$ cat src/logic/anat_pkg.sv
// constants, carrier types and reset values of the nor access block
// ****************************************************************
// Overview of operation
// - single access chip select length scaled
// - burst lengthens chip select by page intervals
// - latch strobe release placed relative to select
// - latch strobe assert placed relative to select
// - read strobe assert placed relative to select
// - single read strobe release relative to select
// - burst read strobe release extended by pages
// - write strobe assert placed relative to select
// - write strobe release placed relative to select
// - address, enables, data valid before select
// - address invalid gap between accesses
// - byte enables valid one cycle length
// - burst byte enables add page intervals
// - single read samples after sample delay
// - first page word uses same sample delay
// - later page words every page interval
// - multiplier zero means x1 for all
// - divider zero: bus clock equals functional
// - functional clock never driven on pins
// - four chip selects, two wait inputs
// ****************************************************************
package anat_pkg;

    // ****************************************************************
    // widths
    // ****************************************************************
    localparam int FIELD_W = 5;   // on/off/cycle/sample fields
    localparam int PAGE_W  = 4;   // page interval and gap fields
    localparam int BURST_W = 2;   // burst length minus one
    localparam int EXT_W   = 7;   // burst extension width
    localparam int T_W     = 10;  // timeline in half functional periods
    localparam int ADDR_W  = 27;  // word address pins
    localparam int DATA_W  = 16;  // data pins
    localparam int NUM_CS  = 4;   // chip selects
    localparam int NUM_WT  = 2;   // wait inputs
    localparam int DIV_W   = 2;   // bus clock divider field
    localparam int NUM_EDGE = 12; // placed timeline points

    // ****************************************************************
    // timeline point indices
    // ****************************************************************
    localparam int E_CS_ON   = 0;
    localparam int E_CS_OFF  = 1;
    localparam int E_LAT_ON  = 2;
    localparam int E_LAT_OFF = 3;
    localparam int E_RD_ON   = 4;
    localparam int E_RD_OFF  = 5;
    localparam int E_WR_ON   = 6;
    localparam int E_WR_OFF  = 7;
    localparam int E_CYC_END = 8;
    localparam int E_SAMPLE  = 9;
    localparam int E_PAGE    = 10;
    localparam int E_GAP     = 11;

    // ****************************************************************
    // small constants
    // ****************************************************************
    localparam logic [T_W-1:0]     T_ONE   = 10'h001;
    localparam logic [T_W-1:0]     T_ZERO  = 10'h000;
    localparam logic [DIV_W-1:0]   DIV_ZERO = 2'h0;
    localparam logic [BURST_W-1:0] BURST_ZERO = 2'h0;
    localparam logic [ADDR_W-1:0]  ADDR_ONE = 27'h0000001;

    // ****************************************************************
    // timing configuration carrier
    // ****************************************************************
    typedef struct packed {
        logic               timing_multiplier_select;
        logic [FIELD_W-1:0] chip_select_assert_delay;
        logic [FIELD_W-1:0] chip_select_read_release;
        logic [FIELD_W-1:0] chip_select_write_release;
        logic [FIELD_W-1:0] latch_strobe_assert_delay;
        logic [FIELD_W-1:0] latch_strobe_read_release;
        logic [FIELD_W-1:0] latch_strobe_write_release;
        logic [FIELD_W-1:0] read_strobe_assert_delay;
        logic [FIELD_W-1:0] read_strobe_release;
        logic [FIELD_W-1:0] write_strobe_assert_delay;
        logic [FIELD_W-1:0] write_strobe_release;
        logic [FIELD_W-1:0] read_cycle_length;
        logic [FIELD_W-1:0] write_cycle_length;
        logic [FIELD_W-1:0] data_sample_delay;
        logic [PAGE_W-1:0]  page_word_interval;
        logic [PAGE_W-1:0]  inter_access_gap;
        logic               chip_select_half_cycle_shift;
        logic               latch_strobe_half_cycle_shift;
        logic               read_strobe_half_cycle_shift;
        logic               write_strobe_half_cycle_shift;
        logic [DIV_W-1:0]   bus_clock_divider;
    } anat_cfg_type;

    // ****************************************************************
    // access request carrier
    // ****************************************************************
    typedef struct packed {
        logic               write;      // single-word write
        logic               wide;       // 32-bit read as two halves
        logic [BURST_W-1:0] burst_m1;   // page words minus one
        logic [1:0]         cs_sel;     // chip select index
        logic [ADDR_W-1:0]  addr;       // word address
        logic [DATA_W-1:0]  wdata;      // write data
        logic [1:0]         byte_en_n;  // {high, low}, active low
    } anat_req_type;

    typedef enum logic [1:0] {
        ANAT_IDLE,
        ANAT_ACCESS,
        ANAT_GAP
    } anat_state_type;

    // ****************************************************************
    // whole module state
    // ****************************************************************
    typedef struct packed {
        anat_state_type     state;
        anat_req_type       req;        // latched request
        anat_cfg_type       cfg;        // latched timing
        logic [T_W-1:0]     cnt;        // half functional periods
        logic [T_W-1:0]     next_sample;
        logic [BURST_W-1:0] word_idx;   // page word in flight
        logic               half;       // second half of wide read
        logic [DATA_W-1:0]  din_meta;
        logic [DATA_W-1:0]  din_sync;
        logic [NUM_WT-1:0]  wait_meta;
        logic [NUM_WT-1:0]  wait_sync;
        logic [DIV_W-1:0]   div_cnt;
        logic               bus_clk;
        logic [NUM_CS-1:0]  cs_n;
        logic               lat_n;
        logic               rd_n;
        logic               wr_n;
        logic [1:0]         be_n;
        logic [ADDR_W-1:0]  addr;
        logic [DATA_W-1:0]  dout;
        logic               doe;
        logic [DATA_W-1:0]  rdata;
        logic               rvalid;
        logic               rhigh;
        logic               ready;
    } anat_st_type;

    localparam anat_st_type ST_RESET = '{
        state: ANAT_IDLE, req: '0, cfg: '0, cnt: '0, next_sample: '0,
        word_idx: '0, half: 1'b0, din_meta: '0, din_sync: '0,
        wait_meta: '0, wait_sync: '0, div_cnt: '0, bus_clk: 1'b0,
        cs_n: '1, lat_n: 1'b1, rd_n: 1'b1, wr_n: 1'b1, be_n: '1,
        addr: '0, dout: '0, doe: 1'b0, rdata: '0, rvalid: 1'b0,
        rhigh: 1'b0, ready: 1'b1};

endpackage

$ cat src/logic/anat_edge_point.sv
// one strobe edge position on the access timeline
`timescale 1ns/1ps
module anat_edge_point
    import anat_pkg::*;
(
    input  wire logic [FIELD_W-1:0] base_in,   // programmed field
    input  wire logic [EXT_W-1:0]   ext_in,    // burst extension
    input  wire logic               mult_in,   // multiplier select
    input  wire logic               shift_in,  // half period shift
    output logic      [T_W-1:0]     point_out  // half periods from start
);
    // ********************
    // scaling
    // ********************
    logic [T_W-1:0] sum_w;  // field plus extension

    // one clk_in is half a functional period, hence the extra doubling
    always_comb begin
        sum_w = T_W'(base_in) + T_W'(ext_in);
        if (mult_in) begin
            point_out = T_W'(sum_w << 2) + T_W'(shift_in);
        end else begin
            point_out = T_W'(sum_w << 1) + T_W'(shift_in);
        end
    end
endmodule

$ cat src/logic/anat_timing.sv
// timing generator for asynchronous nor flash accesses
`timescale 1ns/1ps
module anat_timing
(
    input  wire logic                          clk_in,      // 50 MHz
    input  wire logic                          rst_in,      // async, high
    input  wire anat_pkg::anat_cfg_type        cfg_in,      // timing fields
    input  wire logic                          req_valid_in,
    input  wire anat_pkg::anat_req_type        req_in,
    output logic                               req_ready_out,
    output logic [anat_pkg::DATA_W-1:0]        rd_data_out,
    output logic                               rd_valid_out,
    output logic                               rd_high_out, // wide upper half
    output logic [anat_pkg::NUM_CS-1:0]        chip_select_n_out,
    output logic                               address_latch_strobe_n_out,
    output logic                               read_strobe_n_out,
    output logic                               write_strobe_n_out,
    output logic                               low_byte_enable_n_out,
    output logic                               high_byte_enable_n_out,
    output logic [anat_pkg::ADDR_W-1:0]        address_out,
    input  wire logic [anat_pkg::DATA_W-1:0]   data_bus_in,
    output logic [anat_pkg::DATA_W-1:0]        data_bus_out,
    output logic                               data_bus_oe_out,
    input  wire logic [anat_pkg::NUM_WT-1:0]   wait_in,
    output logic [anat_pkg::NUM_WT-1:0]        wait_level_out,
    output logic                               external_bus_clock_out
);
    import anat_pkg::*;

    // ********************
    // state and timeline
    // ********************
    anat_st_type          st_ff;                 // registered state
    anat_st_type          nxt_st;                // next state
    logic [EXT_W-1:0]     burst_ext;             // (n-1) page intervals
    logic [FIELD_W-1:0]   base_a [NUM_EDGE];     // field per point
    logic [EXT_W-1:0]     ext_a  [NUM_EDGE];     // extension per point
    logic                 shift_a [NUM_EDGE];    // half shift per point
    logic [T_W-1:0]       pt     [NUM_EDGE];     // resulting points
    logic                 wr_acc;                // latched direction

    assign wr_acc = st_ff.req.write;

    // ********************
    // per-point inputs, picked by direction
    // ********************
    // points are absolute, so differences to select on fall out
    always_comb begin
        burst_ext = EXT_W'(st_ff.req.burst_m1) * EXT_W'(st_ff.cfg.page_word_interval);
        for (int i = 0; i < NUM_EDGE; i++) begin
            base_a[i]  = '0;
            ext_a[i]   = '0;
            shift_a[i] = 1'b0;
        end
        base_a[E_CS_ON]    = st_ff.cfg.chip_select_assert_delay;
        shift_a[E_CS_ON]   = st_ff.cfg.chip_select_half_cycle_shift;
        base_a[E_CS_OFF]   = wr_acc ? st_ff.cfg.chip_select_write_release
                                    : st_ff.cfg.chip_select_read_release;
        ext_a[E_CS_OFF]    = burst_ext;
        shift_a[E_CS_OFF]  = st_ff.cfg.chip_select_half_cycle_shift;
        base_a[E_LAT_ON]   = st_ff.cfg.latch_strobe_assert_delay;
        shift_a[E_LAT_ON]  = st_ff.cfg.latch_strobe_half_cycle_shift;
        base_a[E_LAT_OFF]  = wr_acc ? st_ff.cfg.latch_strobe_write_release
                                    : st_ff.cfg.latch_strobe_read_release;
        shift_a[E_LAT_OFF] = st_ff.cfg.latch_strobe_half_cycle_shift;
        base_a[E_RD_ON]    = st_ff.cfg.read_strobe_assert_delay;
        shift_a[E_RD_ON]   = st_ff.cfg.read_strobe_half_cycle_shift;
        base_a[E_RD_OFF]   = st_ff.cfg.read_strobe_release;
        ext_a[E_RD_OFF]    = burst_ext;
        shift_a[E_RD_OFF]  = st_ff.cfg.read_strobe_half_cycle_shift;
        base_a[E_WR_ON]    = st_ff.cfg.write_strobe_assert_delay;
        shift_a[E_WR_ON]   = st_ff.cfg.write_strobe_half_cycle_shift;
        base_a[E_WR_OFF]   = st_ff.cfg.write_strobe_release;
        shift_a[E_WR_OFF]  = st_ff.cfg.write_strobe_half_cycle_shift;
        base_a[E_CYC_END]  = wr_acc ? st_ff.cfg.write_cycle_length
                                    : st_ff.cfg.read_cycle_length;
        ext_a[E_CYC_END]   = burst_ext;
        base_a[E_SAMPLE]   = st_ff.cfg.data_sample_delay;
        base_a[E_PAGE]     = FIELD_W'(st_ff.cfg.page_word_interval);
        base_a[E_GAP]      = FIELD_W'(st_ff.cfg.inter_access_gap);
    end

    // ********************
    // point calculators
    // ********************
    genvar g;
    generate
        for (g = 0; g < NUM_EDGE; g++) begin : g_pt
            anat_edge_point u_pt (
                .base_in   (base_a[g]),
                .ext_in    (ext_a[g]),
                .mult_in   (st_ff.cfg.timing_multiplier_select),
                .shift_in  (shift_a[g]),
                .point_out (pt[g])
            );
        end
    endgenerate

    // ********************
    // next state
    // ********************
    // every pin lags the count by one cycle, so spacing stays exact
    always_comb begin
        logic in_acc;     // timeline running
        logic last_word;  // final page word in flight
        nxt_st        = st_ff;
        in_acc        = (st_ff.state == ANAT_ACCESS);
        last_word     = (st_ff.word_idx == st_ff.req.burst_m1);
        nxt_st.rvalid = 1'b0;

        // pin inputs pass two flops before use
        nxt_st.din_meta  = data_bus_in;
        nxt_st.din_sync  = st_ff.din_meta;
        nxt_st.wait_meta = wait_in;
        nxt_st.wait_sync = st_ff.wait_meta;

        // bus clock toggles every divider plus one cycles
        if (st_ff.div_cnt == st_ff.cfg.bus_clock_divider) begin
            nxt_st.div_cnt = DIV_ZERO;
            nxt_st.bus_clk = ~st_ff.bus_clk;
        end else begin
            nxt_st.div_cnt = st_ff.div_cnt + 2'h1;
        end

        unique case (st_ff.state)
            ANAT_IDLE: begin
                nxt_st.ready = 1'b1;
                if (req_valid_in && st_ff.ready) begin
                    // timing is frozen for the whole access
                    nxt_st.req      = req_in;
                    nxt_st.cfg      = cfg_in;
                    nxt_st.half     = 1'b0;
                    nxt_st.state    = ANAT_ACCESS;
                    nxt_st.cnt      = T_ZERO;
                    nxt_st.word_idx = '0;
                    nxt_st.ready    = 1'b0;
                    // wide reads and writes are single words
                    if (req_in.write || req_in.wide) begin
                        nxt_st.req.burst_m1 = BURST_ZERO;
                    end
                    nxt_st.next_sample = T_ZERO;
                end
            end
            ANAT_ACCESS: begin
                nxt_st.cnt = st_ff.cnt + T_ONE;
                if (st_ff.cnt == T_ZERO) begin
                    nxt_st.next_sample = pt[E_SAMPLE];
                end else if (!wr_acc && st_ff.cnt == st_ff.next_sample) begin
                    // take the word, step the page
                    nxt_st.rdata  = st_ff.din_sync;
                    nxt_st.rvalid = 1'b1;
                    nxt_st.rhigh  = st_ff.half;
                    if (!last_word) begin
                        nxt_st.word_idx    = st_ff.word_idx + 2'h1;
                        nxt_st.next_sample = st_ff.next_sample + pt[E_PAGE];
                    end else begin
                        nxt_st.next_sample = T_ZERO;  // no further sample
                    end
                end
                if (st_ff.cnt + T_ONE >= pt[E_CYC_END]) begin
                    nxt_st.state = ANAT_GAP;
                    nxt_st.cnt   = T_ZERO;
                end
            end
            ANAT_GAP: begin
                nxt_st.cnt = st_ff.cnt + T_ONE;
                if (st_ff.cnt >= pt[E_GAP]) begin
                    if (st_ff.req.wide && !st_ff.half) begin
                        // upper half goes out as a fresh single read
                        nxt_st.half     = 1'b1;
                        nxt_st.req.addr = st_ff.req.addr + ADDR_ONE;
                        nxt_st.state    = ANAT_ACCESS;
                        nxt_st.word_idx = '0;
                        nxt_st.cnt      = T_ZERO;
                    end else begin
                        nxt_st.state = ANAT_IDLE;
                        nxt_st.ready = 1'b1;
                    end
                end
            end
        endcase

        // pin levels from the current timeline position
        nxt_st.cs_n  = '1;
        nxt_st.lat_n = 1'b1;
        nxt_st.rd_n  = 1'b1;
        nxt_st.wr_n  = 1'b1;
        nxt_st.be_n  = '1;
        nxt_st.addr  = '0;   // address invalid outside the timeline
        nxt_st.doe   = 1'b0;
        if (in_acc) begin
            // address, enables and data lead chip select
            nxt_st.addr = st_ff.req.addr + ADDR_W'(st_ff.word_idx);
            nxt_st.be_n = st_ff.req.byte_en_n;
            if (wr_acc) begin
                nxt_st.dout = st_ff.req.wdata;
                nxt_st.doe  = 1'b1;
            end
            if (st_ff.cnt >= pt[E_CS_ON] && st_ff.cnt < pt[E_CS_OFF]) begin
                nxt_st.cs_n[st_ff.req.cs_sel] = 1'b0;
            end
            if (st_ff.cnt >= pt[E_LAT_ON] && st_ff.cnt < pt[E_LAT_OFF]) begin
                nxt_st.lat_n = 1'b0;
            end
            if (!wr_acc && st_ff.cnt >= pt[E_RD_ON] && st_ff.cnt < pt[E_RD_OFF]) begin
                nxt_st.rd_n = 1'b0;
            end
            if (wr_acc && st_ff.cnt >= pt[E_WR_ON] && st_ff.cnt < pt[E_WR_OFF]) begin
                nxt_st.wr_n = 1'b0;
            end
        end
    end

    // ********************
    // state register
    // ********************
    always_ff @(posedge clk_in or posedge rst_in) begin
        if (rst_in) begin
            st_ff <= ST_RESET;
        end else begin
            st_ff <= nxt_st;
        end
    end

    // ********************
    // outputs, all straight from flops
    // ********************
    // functional clock stays inside; only the divided bus clock leaves
    assign external_bus_clock_out     = st_ff.bus_clk;
    assign req_ready_out              = st_ff.ready;
    assign rd_data_out                = st_ff.rdata;
    assign rd_valid_out               = st_ff.rvalid;
    assign rd_high_out                = st_ff.rhigh;
    assign chip_select_n_out          = st_ff.cs_n;
    assign address_latch_strobe_n_out = st_ff.lat_n;
    assign read_strobe_n_out          = st_ff.rd_n;
    assign write_strobe_n_out         = st_ff.wr_n;
    assign low_byte_enable_n_out      = st_ff.be_n[0];
    assign high_byte_enable_n_out     = st_ff.be_n[1];
    assign address_out                = st_ff.addr;
    assign data_bus_out               = st_ff.dout;
    assign data_bus_oe_out            = st_ff.doe;
    assign wait_level_out             = st_ff.wait_sync;
endmodule

$ cat config.mk
export PLATFORM = sky130hd
export DESIGN_NAME = anat_timing
export DESIGN_NICKNAME = d
export VERILOG_FILES = /design/src/logic/anat_pkg.sv /design/src/logic/anat_edge_point.sv /design/src/logic/anat_timing.sv
export SDC_FILE = /design/constraint.sdc
export NUM_CORES = 1
export LEC_CHECK = 0
export ABC_CLOCK_PERIOD_IN_PS = 11040
export BUFFER_PORTS_ARGS = -buffer_cell sky130_fd_sc_hd__buf_2
export CAP_MARGIN = 20
export CELL_PAD_IN_SITES_DETAIL_PLACEMENT = 2
export CELL_PAD_IN_SITES_GLOBAL_PLACEMENT = 2
export CORE_AREA = 2 2 166 249
export DETAILED_ROUTE_END_ITERATION = 10
export DIE_AREA = 0 0 168 251
export PLACE_DENSITY_LB_ADDON = 0.1
export SLEW_MARGIN = 20
export SYNTH_ARGS = -nofsm -noshare
export SYNTH_HDL_FRONTEND = slang
export SYNTH_SLANG_ARGS = --single-unit
$ cat constraint.sdc
create_clock -name clk_in -period 11.04 [get_ports clk_in]
set_input_delay 2.208 -clock clk_in [delete_from_list [all_inputs] [get_ports clk_in]]
set_output_delay 2.208 -clock clk_in [all_outputs]
set_load 0.02 [all_outputs]
# == After elaboration in Yosys (flattened, before gate mapping) ==
# Index checks and enable logic that the tools add are counted.
# word_totals
n_memories,0
latchBits,0
output_inout_bits,75
ramBits,0
mem_bits_ro,0
ff_bits,267
elab_cells,185
# op_classes
multipliers,1
div_mod_pow,0
n_bitwise,3
n_addsub,25
n_mux,54
n_reduce_logical,25
order_cmp,12
n_shift,0
n_eq_ne,14
# ops
cell,count
2-to-1 mux 156 bit,1
2-to-1 mux 10 bit,8
greater-or-equal comparator 10 bit,6
2-to-1 mux 27 bit,2
one-hot mux 27 bit (2 select lines),1
2-to-1 mux 53 bit,1
adder 7 x 1 -> 8 bit,6
2-to-1 mux 8 bit,6
adder 6 x 1 -> 7 bit,6
adder 10 x 1 -> 10 bit,4
< comparator 10 bit,4
one-hot mux 10 bit (3 select lines),1
adder 27 x 1 -> 27 bit (second input constant),1
adder 27 x 2 -> 27 bit,1
adder 5 x 6 -> 7 bit,3
one-hot mux 10 bit (2 select lines),1
2-to-1 mux 2 bit,9
2-to-1 mux 17 bit,1
2-to-1 mux 5 bit,3
2-to-1 mux 12 bit,1
2-to-1 mux 6 bit,2
!= test 2 bit (second input constant),6
one-hot mux 2 bit (3 select lines),2
AND reduction 3 bit,4
other kinds (29),54

# == Logic depth before layout (Yosys ltp) ==
# depth
depth_word,8
depth_mapped,19
ltp_nobuf,18

# == By module ==
# From an unflattened synthesis, not the netlist that was laid out.
# unflattened
cells_unflattened,2094
hier_area_um2,19582.5
# by_module_without_submodules
module,seq_area_each_um2,area_each_um2,instances,cells_each
anat_timing,6693.9,14492.6,1,1338
anat_edge_point,0.0,424.2,12,63

# == Least setup slack after synthesis ==
# No wires, ideal clock.
# synth_timing
path_type,reg2reg
start,register st_ff (netlist bit wr_acc)
end,register st_ff[126] (netlist name)
path_stages_with_launch,19
required_ns,10.977
path_slack_ns,6.496
arrival_ns,4.481
path_buffers,2
cell_sequence,dfrtp_1 clkbuf_1 clkbuf_1 mux2_2 ha_1 fa_1 a21o_1 a21oi_1 xnor2_1 nor2_1 a21oi_1 ha_1 a211oi_1 nand2_1 o221a_2 o41ai_1 o21ai_0 or4b_1 a21bo_2
# synth_between
elab_chain_cells,6
# synth_rtl
element,line,rtl
from (decl),anat_timing.sv:33,anat_st_type st_ff;
from (signal assigned),anat_timing.sv:221,st_ff <= nxt_st;
2-to-1 mux 5 bit,anat_timing.sv:75,base_a[E_CYC_END] = wr_acc ? st_ff.cfg.write_cycle_length
adder 5 x 6 -> 7 bit,anat_edge_point.sv:19,sum_w = T_W'(base_in) + T_W'(ext_in);
2-to-1 mux 10 bit,anat_edge_point.sv:20,if (mult_in) begin
greater-or-equal comparator 10 bit,anat_timing.sv:160,if (st_ff.cnt + T_ONE >= pt[E_CYC_END]) begin
2-to-1 mux 10 bit,anat_timing.sv:160,
one-hot mux 10 bit (3 select lines),anat_timing.sv:125,unique case (st_ff.state)
# No other way between the ends.
# A chain may end at the register's enable or synchronous reset.

# == Final worst setup path ==
# layout_timing
start,register st_ff[262] (netlist name)
end,register st_ff[126] (netlist name)
# layout_between
elab_chain_cells,6
# layout_rtl
element,line,rtl
multiplier 2 x 4 -> 6 bit,anat_timing.sv:49,burst_ext = EXT_W'(st_ff.req.burst_m1) * EXT_W'(st_ff.cfg.page_word_interval);
adder 5 x 6 -> 7 bit,anat_edge_point.sv:19,
2-to-1 mux 10 bit,anat_edge_point.sv:20,
greater-or-equal comparator 10 bit,anat_timing.sv:160,
2-to-1 mux 10 bit,anat_timing.sv:160,
one-hot mux 10 bit (3 select lines),anat_timing.sv:125,
# No other way between the ends.

==> flow_summary.toml <==
[min_path]
hp-class = "flip-flop to flip-flop"
worstHoldStart = "nxt_st[86]"
hold_depth = 0

[sta]
max_freq_mhz = 209
tightest_slew_ps = 1000
finClkSkew_ps = 8.13
period_share_pct = 43.4
finalSetupViolCount = 0
rsz0062_at_grt = "no"
fin_tns_setup_ps = 0
slew_headroom_pct = 33.3
min_period_ps = 4800
slew_violations = 0
hold_violations = 0

[clocking]
post_cts_resized = 0
cts_htree_levels = 1
cts.clk_slew.worst_paths_ps = 60
cts_tree = "done"
cts_root_buf = "clkbuf_16"
post-cts-setup-buffers = 0
cts_buffer_depth = 3
worstSkewPairLatency_ps = 580
cts_buffers = 29
cts.sinks = 266
hold_buffers = 0

[global_routing]
antenna_found_initial = 2
grt_use_total_pct = 21.1
grt_max_degree = 82
grt_pass1_vias = 12600
grt_pass1_wl_um = 69900
overflow = 0

[power]
power.density_nw_per_um2 = 295
peakVddDrop_mv = 0.117
p_leak_nw = 7.99

[floorplan]
dieWidth_um = 168
die_h_um = 251
core.rowCount = 90
coreArea_um2 = 40000
ios = 227
start_util_pct = 36.7
die_area_um2 = 42200

[layout]
fillers = 4275
fin_util_pct = 42.1
nets = 1785
areaGrowthSynthToFinish_pct = 14.6
layout-drive-gt1-share_pct = 29.7
stdcell_count = 2055

[route]
drt_iter0_drc = 376
ant_nets = 0
avgRoutedWirePerCell_um = 21.3
first_pass_iters = 4
via_per_inst = 5.29
wl_um = 43900
vias = 10900
drcViolationCount = 0

[placed_design]
routabilityCongestion = 0.803
io_buffers = 226
hpwl_um = 31600
dp.cells = 2000

[logic_synthesis]
syn_nets = 1648
synthTopCellsByCount = "256 x dfrtp_1, 164 x nand2_1, 136 x mux2_2, 101 x ha_1, 74 x o21ai_0"
ys_seq_area_share_pct = 45.4
synth_area_per_cell_um2 = 10.6
ys_ff_latch = 266
synth_edf_count = 0
synth-main-ff-cell = "dfrtp_1"
yosys-top-cells-area = "dfrtp_1 44%, mux2_2 10%, ha_1 8.6%, nand2_1 4.2%, buf_4 3.4%"
yosys.area.top_type = "dfrtp_1"
yosys_warnings = 0
synth_area_um2 = 14700
synthArstFlopShare_pct = 100
yosysTopAreaCellShare_pct = 43.6
syn_inst = 1389
yosysMostFrequentCell = "dfrtp_1"
synth_cell_type_count = 68

[worst_setup_path]
crit_required_ps = 11560
startpoint_type = "flip-flop"
r2r-start = "st_ff[262]"
critPathLaunch = "st_ff[262]"
worstPathMaxFanout = 11
r2r_cells = 18
worstSetupPathType = "flip-flop to flip-flop"
critPathArrivalTime_ps = 5320
worstSetupEndpointType = "flip-flop"

[flow_run]
maxCapViolCount = 0

[outcome]
status = "completed"
## area by class of cell
class,instances,area [um^2],share of cell area [%]
timing repair buffer,241,1240,7.38
multi-input combinational,960,7140,42.5
antenna,1,2.50,0.0149
tap,506,633,3.76
inverter,28,113,0.669
sequential,266,6670,39.7
clock buffer,36,802,4.77
clock inverter,17,215,1.28
## registers in the layout, indices dropped and copies added (netlist names), 2 cells and up
name,flops
shift_a,4
nxt_st,18
data_bus_out,16
wait_level_out,2
st_ff,125
address_out,27
chip_select_n_out,4
base_a,43
rd_data_out,16
## where the power goes
group | internal (mW) | total, mW | switching, mW
sequential | 1.35 | 1.70 | 0.342
combinational | 0.974 | 2.23 | 1.25
clock | 0.612 | 1.05 | 0.434
total | 2.94 | 4.97 | 2.03
## through the flow
step	cell area (um^2)	setup slack, ps	hold slack, ps	total power, mW
6_report	16800	6240	350	4.97
3_3_place_gp	15800	6400	331	3.88
2_1_floorplan	14700	1520	331	3.39
3_5_place_dp	15800	6220	337	3.99
4_1_cts	16800	6190	352	5.08
5_1_grt	16800	5920	353	5.40
## logic make-up after synthesis
group                      Yosys count  share of synthesized area (%)
and+or+nand+nor                    386                           12.7
AOI/OAI and AO/OA                  229                           9.58
buffers and inverters              163                           6.02
muxes                              178                           13.3
xor gates and xnor gates            60                           3.58
adders and majority gates          107                           9.43
DFF                                266                           45.4
## cell usage in the layout (no fill, tap or decap), types with 33 or more instances in the layout
cell,n
dfrtp_1,255
buf_2,227
nand2_1,164
mux2_2,136
ha_1,101
o21ai_0,74
a21oi_1,65
nor2_1,64
mux2i_1,42
nand3_1,38
xor2_1,33
## final timing paths
check                                 endpoint  slack, ps
worst max-delay path                st_ff[126]       6240
worst min register to register       st_ff[86]        350
max in group asynchronous       address_out[9]       7330
min in group asynchronous           nxt_st[76]       1650
worst min-delay path                 st_ff[86]        350
worst max register to register      st_ff[126]       6240
## worst max-delay path, stage by stage, from the launching register on
cell and delay, ps:
dfrtp_1 440, and2_1 190, ha_1 230, fa_1 520, ha_1 360, a21oi_1 250, o21bai_1 90, a21oi_1 240
nor2_1 80, mux2_2 280, ha_1 200, a211oi_1 190, nand2_1 80, o221a_2 310, o41ai_1 330, o21ai_0 130
buf_4 180, or4b_1 450, a21bo_2 200
## per-layer routing
layer	track usage (%)	vias up	wire, um
li1	-	5077	-
met1	23.0	5560	16700
met2	42.6	172	24900
met3	2.63	53	1360
met4	5.07	2	896
met5	0	-	13
Power figures use the tool's default switching activity.
